===== src/shared/identify_param_map.svh =====
// Constants for the identify parameter record: word indices, field bits,
// defaults and the register port map. Included by the package and design.
`ifndef IDENTIFY_PARAM_MAP_SVH
`define IDENTIFY_PARAM_MAP_SVH

`define IDP_WORDS 256
`define IDP_W_CONFIG 8'h00
`define IDP_W_CYL 8'h01
`define IDP_W_HEAD 8'h03
`define IDP_W_SPT 8'h06
`define IDP_W_TOT_LO 8'h07
`define IDP_W_TOT_HI 8'h08
`define IDP_W_SER_FIRST 8'h0A
`define IDP_W_SER_LAST 8'h13
`define IDP_W_MOD_FIRST 8'h1B
`define IDP_W_MOD_LAST 8'h2E
`define IDP_W_MULT_MAX 8'h2F
`define IDP_W_CAPS 8'h31
`define IDP_W_PIO_OLD 8'h33
`define IDP_W_VALID 8'h35
`define IDP_W_CUR_CYL 8'h36
`define IDP_W_CUR_HEAD 8'h37
`define IDP_W_CUR_SPT 8'h38
`define IDP_W_CAP_LO 8'h39
`define IDP_W_CAP_HI 8'h3A
`define IDP_W_MULT_SET 8'h3B
`define IDP_W_LBA_LO 8'h3C
`define IDP_W_LBA_HI 8'h3D
`define IDP_W_MDMA 8'h3F
`define IDP_W_PIO_ADV 8'h40
`define IDP_W_MDMA_MIN 8'h41
`define IDP_W_MDMA_REC 8'h42
`define IDP_W_PIO_MIN 8'h43
`define IDP_W_PIO_IORDY 8'h44
`define IDP_W_SATA_CAPS 8'h4C

`define IDP_CONFIG_DEF 16'h045A
`define IDP_CONFIG_FIXED_BIT 6
`define IDP_CAPS_DEF 16'h0F00
`define IDP_PIO_OLD_DEF 16'h0200
`define IDP_VALID_DEF 16'h0007
`define IDP_MULT_VALID_BIT 8
`define IDP_MDMA_SUP_DEF 8'h07
`define IDP_PIO_ADV_DEF 16'h0003
`define IDP_CYCLE_NS_DEF 16'h0078
`define IDP_SATA_CAPS_DEF 16'h0006
`define IDP_SPACE 8'h20

// Software register port, word addresses of the port
`define IDP_R_GEOM 4'h0
`define IDP_R_TOTAL 4'h1
`define IDP_R_LBA 4'h2
`define IDP_R_MULT 4'h3
`define IDP_R_MDMA 4'h4
`define IDP_R_SER_LEN 4'h5
`define IDP_R_MOD_LEN 4'h6
`define IDP_R_SER_CHR 4'h7
`define IDP_R_MOD_CHR 4'h8
`define IDP_R_CAP 4'h9

`define IDP_SER_CHARS 20
`define IDP_MOD_CHARS 40

`endif


===== src/shared/identify_param_pkg.sv =====
// Types for the identify parameter record block.
// Assumes identify_param_map.svh is on the include path.
`include "identify_param_map.svh"

package identify_param_pkg;

  typedef struct packed {
    logic req;
    logic [7:0] index;
  } word_req_t;

  typedef struct packed {
    logic valid;
    logic [15:0] data;
  } word_rsp_t;

  typedef struct packed {
    logic wr;
    logic rd;
    logic [3:0] addr;
    logic [31:0] wdata;
  } reg_req_t;

endpackage


===== src/verilog/identify_param_block.sv =====
// Parameter record of the identify command: geometry, strings and mode
// words set by software, served one 16-bit word per request.
// Assumes a command engine on the same clock asks for words by index.
`include "identify_param_map.svh"
`timescale 1ns/100ps
`default_nettype none

module identify_param_block #(
  parameter logic [15:0] CYL_DEF = 16'h3FFF,
  parameter logic [15:0] HEAD_DEF = 16'h0010,
  parameter logic [15:0] SPT_DEF = 16'h003F,
  parameter logic [7:0] MULT_MAX_DEF = 8'h01
) (
  // Clock and reset
  input wire logic i_clk,
  input wire logic i_rst_n,
  // Software register port
  input wire identify_param_pkg::reg_req_t i_reg,
  output logic [31:0] o_reg_rdata,
  // Word requests from the command engine
  input wire identify_param_pkg::word_req_t i_word,
  output identify_param_pkg::word_rsp_t o_word
);

  // ----------------------------------------------------------------------
  // State
  // ----------------------------------------------------------------------
  typedef struct packed {
    logic [15:0] cyl;
    logic [15:0] head;
    logic [15:0] spt;
    logic [31:0] total;
    logic [31:0] lba;
    logic [7:0] mult_max;
    logic mult_cur;
    logic [2:0] mdma_sel;
    logic [5:0] ser_len;
    logic [5:0] mod_len;
    logic [`IDP_SER_CHARS*8-1:0] ser;
    logic [`IDP_MOD_CHARS*8-1:0] mod;
    logic [31:0] cap;
    logic [31:0] rdata;
    logic rsp_valid;
    logic [15:0] rsp_data;
  } state_t;

  state_t s_q;
  state_t s_d;

  // ----------------------------------------------------------------------
  // Helpers
  // ----------------------------------------------------------------------
  // Serial char c (0 = leftmost char of the field) right-justified in 20 chars
  function automatic logic [7:0] ser_char(input state_t s,
                                          input logic [5:0] c);
    logic [5:0] pad;
    logic [5:0] k;
    pad = 6'(`IDP_SER_CHARS) - s.ser_len;
    k = c - pad;
    if (c < pad) begin
      ser_char = `IDP_SPACE;
    end else begin
      ser_char = s.ser[8*k +: 8];
    end
  endfunction

  // Model char c left-justified in 40 chars
  function automatic logic [7:0] mod_char(input state_t s,
                                          input logic [5:0] c);
    if (c >= s.mod_len) begin
      mod_char = `IDP_SPACE;
    end else begin
      mod_char = s.mod[8*c +: 8];
    end
  endfunction

  // One-hot selected mode, at most one bit set
  function automatic logic [2:0] one_hot3(input logic [1:0] m);
    case (m)
      2'h0: one_hot3 = 3'h1;
      2'h1: one_hot3 = 3'h2;
      2'h2: one_hot3 = 3'h4;
      default: one_hot3 = 3'h0;
    endcase
  endfunction

  // Word assembly
  function automatic logic [15:0] word_at(input state_t s,
                                          input logic [7:0] idx);
    logic [5:0] c;
    logic [15:0] w;
    logic [15:0] cfg;
    w = 16'h0000;
    cfg = `IDP_CONFIG_DEF;
    cfg[`IDP_CONFIG_FIXED_BIT] = 1'b1;
    if (idx >= `IDP_W_SER_FIRST && idx <= `IDP_W_SER_LAST) begin
      c = 6'((idx - `IDP_W_SER_FIRST) * 2);
      // First char sits in the high byte of each word
      w = {ser_char(s, c), ser_char(s, c + 6'h01)};
    end else if (idx >= `IDP_W_MOD_FIRST && idx <= `IDP_W_MOD_LAST) begin
      c = 6'((idx - `IDP_W_MOD_FIRST) * 2);
      w = {mod_char(s, c), mod_char(s, c + 6'h01)};
    end else begin
      case (idx)
        `IDP_W_CONFIG: w = cfg;
        `IDP_W_CYL, `IDP_W_CUR_CYL: w = s.cyl;
        `IDP_W_HEAD, `IDP_W_CUR_HEAD: w = s.head;
        `IDP_W_SPT, `IDP_W_CUR_SPT: w = s.spt;
        `IDP_W_TOT_LO: w = s.total[15:0];
        `IDP_W_TOT_HI: w = s.total[31:16];
        `IDP_W_MULT_MAX: w = {8'h00, s.mult_max};
        `IDP_W_CAPS: w = `IDP_CAPS_DEF;
        `IDP_W_PIO_OLD: w = `IDP_PIO_OLD_DEF;
        `IDP_W_VALID: w = `IDP_VALID_DEF;
        `IDP_W_CAP_LO: w = s.cap[15:0];
        `IDP_W_CAP_HI: w = s.cap[31:16];
        `IDP_W_MULT_SET: begin
          w[`IDP_MULT_VALID_BIT] = 1'b1;
          w[0] = s.mult_cur;
        end
        `IDP_W_LBA_LO: w = s.lba[15:0];
        `IDP_W_LBA_HI: w = s.lba[31:16];
        `IDP_W_MDMA: w = {5'h00, s.mdma_sel, `IDP_MDMA_SUP_DEF};
        `IDP_W_PIO_ADV: w = `IDP_PIO_ADV_DEF;
        // Same figure in 65..68 keeps 66 >= 65 and 67 >= 68
        `IDP_W_MDMA_MIN: w = `IDP_CYCLE_NS_DEF;
        `IDP_W_MDMA_REC: w = `IDP_CYCLE_NS_DEF;
        `IDP_W_PIO_MIN: w = `IDP_CYCLE_NS_DEF;
        `IDP_W_PIO_IORDY: w = `IDP_CYCLE_NS_DEF;
        `IDP_W_SATA_CAPS: w = `IDP_SATA_CAPS_DEF;
        default: w = 16'h0000;
      endcase
    end
    word_at = w;
  endfunction

  // ----------------------------------------------------------------------
  // Next state
  // ----------------------------------------------------------------------
  always_comb begin
    logic [4:0] ci;
    ci = i_reg.wdata[20:16];
    s_d = s_q;
    s_d.rsp_valid = i_word.req;
    if (i_word.req) begin
      s_d.rsp_data = word_at(s_q, i_word.index);
    end
    // Capacity is recomputed from geometry, never written directly
    s_d.cap = 32'(s_q.cyl * s_q.head) * 32'(s_q.spt);
    if (i_reg.wr) begin
      case (i_reg.addr)
        `IDP_R_GEOM: begin
          s_d.cyl = i_reg.wdata[15:0];
          s_d.head = {8'h00, i_reg.wdata[23:16]};
          s_d.spt = {8'h00, i_reg.wdata[31:24]};
        end
        `IDP_R_TOTAL: s_d.total = i_reg.wdata;
        `IDP_R_LBA: s_d.lba = i_reg.wdata;
        `IDP_R_MULT: begin
          s_d.mult_max = i_reg.wdata[7:0];
          // Only 0 or 1 sector per interrupt is reportable
          s_d.mult_cur = (i_reg.wdata[15:8] != 8'h00);
        end
        `IDP_R_MDMA: s_d.mdma_sel = one_hot3(i_reg.wdata[1:0]);
        `IDP_R_SER_LEN: begin
          if (i_reg.wdata[5:0] <= 6'(`IDP_SER_CHARS)) begin
            s_d.ser_len = i_reg.wdata[5:0];
          end
        end
        `IDP_R_MOD_LEN: begin
          if (i_reg.wdata[5:0] <= 6'(`IDP_MOD_CHARS)) begin
            s_d.mod_len = i_reg.wdata[5:0];
          end
        end
        `IDP_R_SER_CHR: begin
          if (ci < 5'(`IDP_SER_CHARS)) begin
            s_d.ser[8*ci +: 8] = i_reg.wdata[7:0];
          end
        end
        `IDP_R_MOD_CHR: begin
          if (i_reg.wdata[21:16] < 6'(`IDP_MOD_CHARS)) begin
            s_d.mod[8*i_reg.wdata[21:16] +: 8] = i_reg.wdata[7:0];
          end
        end
        default: begin
        end
      endcase
    end
    s_d.rdata = 32'h0000_0000;
    if (i_reg.rd) begin
      case (i_reg.addr)
        `IDP_R_GEOM: s_d.rdata = {s_q.spt[7:0], s_q.head[7:0], s_q.cyl};
        `IDP_R_TOTAL: s_d.rdata = s_q.total;
        `IDP_R_LBA: s_d.rdata = s_q.lba;
        `IDP_R_MULT: s_d.rdata = {23'h0, s_q.mult_cur, s_q.mult_max};
        `IDP_R_MDMA: s_d.rdata = {29'h0, s_q.mdma_sel};
        `IDP_R_SER_LEN: s_d.rdata = {26'h0, s_q.ser_len};
        `IDP_R_MOD_LEN: s_d.rdata = {26'h0, s_q.mod_len};
        `IDP_R_CAP: s_d.rdata = s_q.cap;
        default: s_d.rdata = 32'h0000_0000;
      endcase
    end
  end

  // ----------------------------------------------------------------------
  // Registers
  // ----------------------------------------------------------------------
  always_ff @(posedge i_clk) begin
    if (!i_rst_n) begin
      s_q <= '0;
      s_q.cyl <= CYL_DEF;
      s_q.head <= HEAD_DEF;
      s_q.spt <= SPT_DEF;
      s_q.mult_max <= MULT_MAX_DEF;
      s_q.mdma_sel <= 3'h4;
    end else begin
      s_q <= s_d;
    end
  end

  assign o_reg_rdata = s_q.rdata;
  assign o_word.valid = s_q.rsp_valid;
  assign o_word.data = s_q.rsp_data;

endmodule // identify_param_block

`default_nettype wire


===== config.mk =====
export PLATFORM = sky130hd
export DESIGN_NAME = identify_param_block
export DESIGN_NICKNAME = d
export VERILOG_FILES = /design/src/shared/identify_param_pkg.sv /design/src/verilog/identify_param_block.sv
export VERILOG_INCLUDE_DIRS = /design/src /design/src/shared
export SDC_FILE = /design/constraint.sdc
export NUM_CORES = 2
export LEC_CHECK = 0
export ABC_AREA = 1
export BUFFER_PORTS_ARGS = -buffer_cell sky130_fd_sc_hd__clkbuf_2
export CORE_MARGIN = 2
export CORE_UTILIZATION = 40
export CTS_BUF_LIST = sky130_fd_sc_hd__clkbuf_4 sky130_fd_sc_hd__clkbuf_8
export DETAILED_ROUTE_END_ITERATION = 16
export PLACE_DENSITY = 0.63
export SLEW_MARGIN = 20
export SYNTH_ARGS = -nofsm -noshare
export SYNTH_HDL_FRONTEND = slang
export SYNTH_SLANG_ARGS = --single-unit

===== constraint.sdc =====
create_clock -name i_clk -period 8.4 [get_ports i_clk]
set_input_delay 0.84 -clock i_clk [delete_from_list [all_inputs] [get_ports i_clk]]
set_output_delay 0.84 -clock i_clk [all_outputs]
set_load 0.01 [all_outputs]

**After elaboration in Yosys (flattened, before gate mapping)**

Index checks and enable logic that the tools add are counted.

- Register bits: 681
- Input bits: 49
- Output and inout bits: 49

- Add/sub/neg operators: 9
- Multipliers: 2
- $lt $le $gt $ge: 12
- Equality and inequality tests: 35
- Shift-type cells: 8
- Muxes and demuxes: 14
- Reduce and logical (&&, ||, !) cells: 23

Operators with widths:

| kind | number |
|---|---|
| variable part select 320 x 10 -> 8 bit | 2 |
| bitwise mux 320 bit | 1 |
| variable shift 8 x 34 -> 320 bit, first input constant | 1 |
| variable part select 160 x 10 -> 8 bit | 2 |
| variable part select 8 x 34 -> 320 bit | 1 |
| one-hot mux 32 bit (8 select lines) | 1 |
| bitwise mux 160 bit | 1 |
| variable shift 8 x 34 -> 160 bit, first input constant | 1 |
| variable part select 8 x 34 -> 160 bit | 1 |
| equality test 8 x 6 -> 1 bit, second input constant | 13 |
| one-hot mux 7 bit (14 select lines) | 1 |
| one-hot mux 7 bit (11 select lines) | 1 |
| equality test 8 x 7 -> 1 bit, second input constant | 6 |
| negation 8 -> 34 bit | 1 |
| negation 9 -> 34 bit | 1 |
| multiplier 24 x 8 -> 32 bit | 1 |
| 2-to-1 mux 16 bit | 2 |
| 2-to-1 mux 8 bit | 4 |
| multiplier 16 x 8 -> 24 bit | 1 |
| equality test 4 x 3 -> 1 bit, second input constant | 4 |
| equality test 8 x 3 -> 1 bit, second input constant | 2 |
| adder 6 x 1 -> 6 bit, second input constant | 2 |
| >= comparator 6 bit | 2 |
| less-than comparator 6 bit | 2 |
| 33 further kinds | 49 |

**Longest topological paths before layout**

- Depth after elaboration: 6
- Gate-level depth with buffers: 41
- Depth with buffers taken out: 39

**Least setup slack after synthesis**

No wires, ideal clock.

- Path kind: reg2reg
- From: register s_q[667] in the netlist's numbering
- To: register s_q[73] in the netlist's numbering
- Library setup time: 115 ps
- Arrival time: 7741 ps
- Data required time: 8285 ps
- Slack: 544 ps
- Cell stages (with the launch flop): 35
- Cell sequence: dfxtp_1 clkbuf_1 buf_1 nand2_1 fa_1 fa_1 inv_1 fa_1 inv_1 fa_1 inv_1 ha_1 a21oi_1 o21ai_0 a21oi_1 o21ai_0 nand3_1 nand2_1 xnor2_1 nor2_1 fa_1 fa_1 fa_1 inv_1 fa_1 inv_1 ha_1 nand2_1 nor2_1 inv_1 nor2_1 inv_1 o211ai_1 a21oi_1 o21a_1

- Longest elaborated chain between the ends: 2

RTL lines:

| element | RTL line | RTL |
|---|---|---|
| start: declaration | identify_param_block.sv:47 | `state_t s_q;` |
| multiplier 16 x 8 -> 24 bit | identify_param_block.sv:149 | `s_d.cap = 32'(s_q.cyl * s_q.head) * 32'(s_q.spt);` |
| multiplier 24 x 8 -> 32 bit | identify_param_block.sv:149 |  |

Every way passes these cells.
A chain may end at the register's enable or synchronous reset.

**Worst setup path in the final report**

- From: register s_q[668] in the netlist's numbering
- To: register s_q[76] in the netlist's numbering

The elaborated chain is that of the path after synthesis.

==> impl_metrics.json <==
{
  "synth_edf_count": 0,
  "grt_usage": 0.323,
  "synth_top_family_by_area": "simple AND/OR/NAND/NOR gates",
  "worstPathArrival_ns": 8.82,
  "r2r-end": "s_q[76]",
  "die_h_microns": 336,
  "ys_ff_latch": 681,
  "num_io_pins": 98,
  "fin_crit_sh": 0.972,
  "ant_nets": 0,
  "antenna_found_initial": 8,
  "critPathLaunchType": "register",
  "hold_end": "s_q[624]",
  "numCtsBuffers": 121,
  "cp.required_ns": 9.05,
  "final-hold-violation-count": 0,
  "slew_headroom": 0.248,
  "syn_nets": 6992,
  "synth_top_area_share": 0.308,
  "crit_top_cell": "nand2_1",
  "syn_area_per_cell_sq_um": 6.69,
  "r2r_start": "s_q[668]",
  "critPathKind": "register to register",
  "synth_xor_xnor_area_share": 0.00555,
  "synth_area_sq_um": 44200,
  "yosysUniqueCellTypes": 41,
  "synth.mux.area_fraction": 0,
  "min_period_ns": 8.17,
  "r2r_slack_ns": 0.23,
  "path_buf_inv": 8,
  "clkSinkCount": 681,
  "crit_path_end_kind": "register",
  "yosys-top-cells-area": "dfxtp_1 31%, nand2_1 10%, fa_1 9.8%",
  "synth_top_flop_cell": "dfxtp_1",
  "coreArea_sq_um": 109000,
  "max_slew.worst_pin.slew_ns": 1.13,
  "holdCritStartpoint": "i_reg[7]",
  "yosysMostFrequentCell": "nand2_1",
  "fin_hold_ws_ns": 0.294,
  "ys_warn_count": 0,
  "clock_skew_ns": 0.0914,
  "grt_max_degree": 202,
  "cts_tree": "done",
  "drc": 0,
  "dieArea_sq_um": 113000,
  "die_w_microns": 336,
  "cp_max_fo": 5,
  "gp_congestion": 0.980,
  "synth_compound_area_frac": 0.190,
  "status": "finished clean",
  "yosys.area_share.adder": 0.132,
  "std_cell_rows": 121,
  "clock.fmax_ghz": 0.122,
  "clkSlewWorstSetupHoldPaths_ns": 0.06,
  "ys_seq_area_frac": 0.308,
  "async_reset_ff_frac": 0,
  "first_iter_violations": 6260,
  "yosys-top-cells-count": "1,188 x nand2_1, 978 x nor2_1, 779 x inv_1",
  "yosys.area.top_type": "dfxtp_1",
  "drive_above_1_share": 0.0893,
  "syn_inst": 6607,
  "finalSetupViolCount": 0,
  "critical_path.top_delay_family": "adder cells",
  "io_buffers": 97,
  "grt_first_pass_wirelength_microns": 275000,
  "wire_per_inst_microns": 23.1,
  "insertion_delay_ns": 0.85,
  "hold_path_depth": 3,
  "finalMaxSlewViolations": 0,
  "synthSimpleGateAreaFrac": 0.255,
  "cts_buffer_depth": 3,
  "grt_pass1_vias": 42887,
  "drv_cap": 0,
  "hold_path_class": "input port to register",
  "critPathMaxStageDelay_ns": 0.58,
  "cts_root_buf": "clkbuf_8",
  "drt_pass1_iterations": 9,
  "overflow": 0,
  "hpwl_microns": 136000,
  "nNetsFinal": 6919,
  "cts_hold_buf": 0,
  "vias": 45972,
  "r2r_cells": 37,
  "wl_microns": 188000,
  "cp_slowest_cell": "fa_1",
  "area_delta_synth_final_pct": 11.0,
  "initial_utilization": 0.405,
  "cts_max_level": 3,
  "crit_cells": 37,
  "via_per_inst": 5.67
}
through the flow:
stage / utilization / instance area (sq um) / setup TNS [ns] / instances / setup slack, ns
finish: 0.449 / 49000 / 0 / 8111 / 0.233
global route: 0.449 / 49000 / -0.108 / 8106 / -0.0426
CTS: 0.445 / 48500 / 0 / 8094 / 0.0251
detailed placement: 0.419 / 45700 / -0.657 / 7877 / -0.113
global placement: 0.419 / 45700 / -0.0733 / 7877 / -0.0423
floorplan: - / 44200 / 0 / 6607 / 0.544
cells by family (layout without fill, tap and decap cells):
| logic type | count (synthesis) | count (layout) |
|---|---|---|
| other | 0 | 8 |
| flip-flops | 681 | 681 |
| adder cells (fa/ha/maj) | 336 | 336 |
| AND/OR/NAND/NOR | 2773 | 2773 |
| XOR/XNOR | 28 | 28 |
| buffers and inverters | 1217 | 1237 |
| AO/OA/AOI/OAI | 1572 | 1572 |
layout by cell type, fill, tap and decap left out, types with 15 or more instances in the layout:
| cell type | netlist | routed |
|---|---|---|
| or2_2 | 18 | 18 |
| a211oi_1 | 45 | 45 |
| o211ai_1 | 44 | 44 |
| inv_1 | 779 | 772 |
| o21ai_0 | 721 | 704 |
| nor2_2 | 6 | 20 |
| nor2_1 | 978 | 962 |
| nand4_1 | 18 | 18 |
| clkbuf_8 | 0 | 162 |
| nand3_1 | 455 | 454 |
| a221oi_1 | 19 | 18 |
| nor3_1 | 87 | 86 |
| a21oi_1 | 622 | 607 |
| a21oi_2 | 0 | 15 |
| clkbuf_4 | 0 | 30 |
| fa_1 | 217 | 216 |
| nand2_1 | 1188 | 1171 |
| dfxtp_1 | 681 | 667 |
| o22ai_1 | 61 | 61 |
| buf_4 | 50 | 130 |
| nand2_2 | 2 | 17 |
| clkbuf_2 | 0 | 95 |
| ha_1 | 119 | 102 |
layer usage:
metal | up-vias | wire length, microns | GRT usage
met5 | - | 47 | 0
met4 | 8 | 12800 | 0.199
met3 | 547 | 19600 | 0.0689
met2 | 2667 | 82300 | 0.499
met1 | 21522 | 73000 | 0.413
li1 | 21228 | - | -
tightest hold or removal path: stages:
cell	delay, ns
clkbuf_2	0.11
nand3_1	0.08
a21oi_1	0.06
worst max-delay path by stage:
stage | start | end
final | s_q[668] | s_q[76]
after global routing | s_q[668] | s_q[72]
after CTS | s_q[668] | s_q[72]
after detailed placement | s_q[667] | s_q[72]
after global placement | s_q[667] | s_q[72]
after floorplan | s_q[667] | s_q[73]
cell type report:
class / count / area (sq um)
clock buffers: 192 / 2450
inverters: 789 / 2970
diodes: 8 / 20.0
repair buffers: 232 / 1550
clock inverters: 24 / 305
multi-input cells: 4709 / 26200
flip-flops and latches: 681 / 13700
well taps: 1476 / 1850
fillers: 11414 / 60100
sequential cells by signal, summed over array words and instances, names as in the netlist:
name,count
o_reg_rdata,32
s_q,632
o_word,17
timing repair:
item	4_1_cts	5_1_grt
setup endpoints to repair	14	18
pin swaps	1	14
resized for setup	4	123
setup buffers	1	8
cloned	0	1
Power is left out: the tool's default activity adds up to more than one toggle a clock period on the data nets, which glitch-free logic cannot reach.
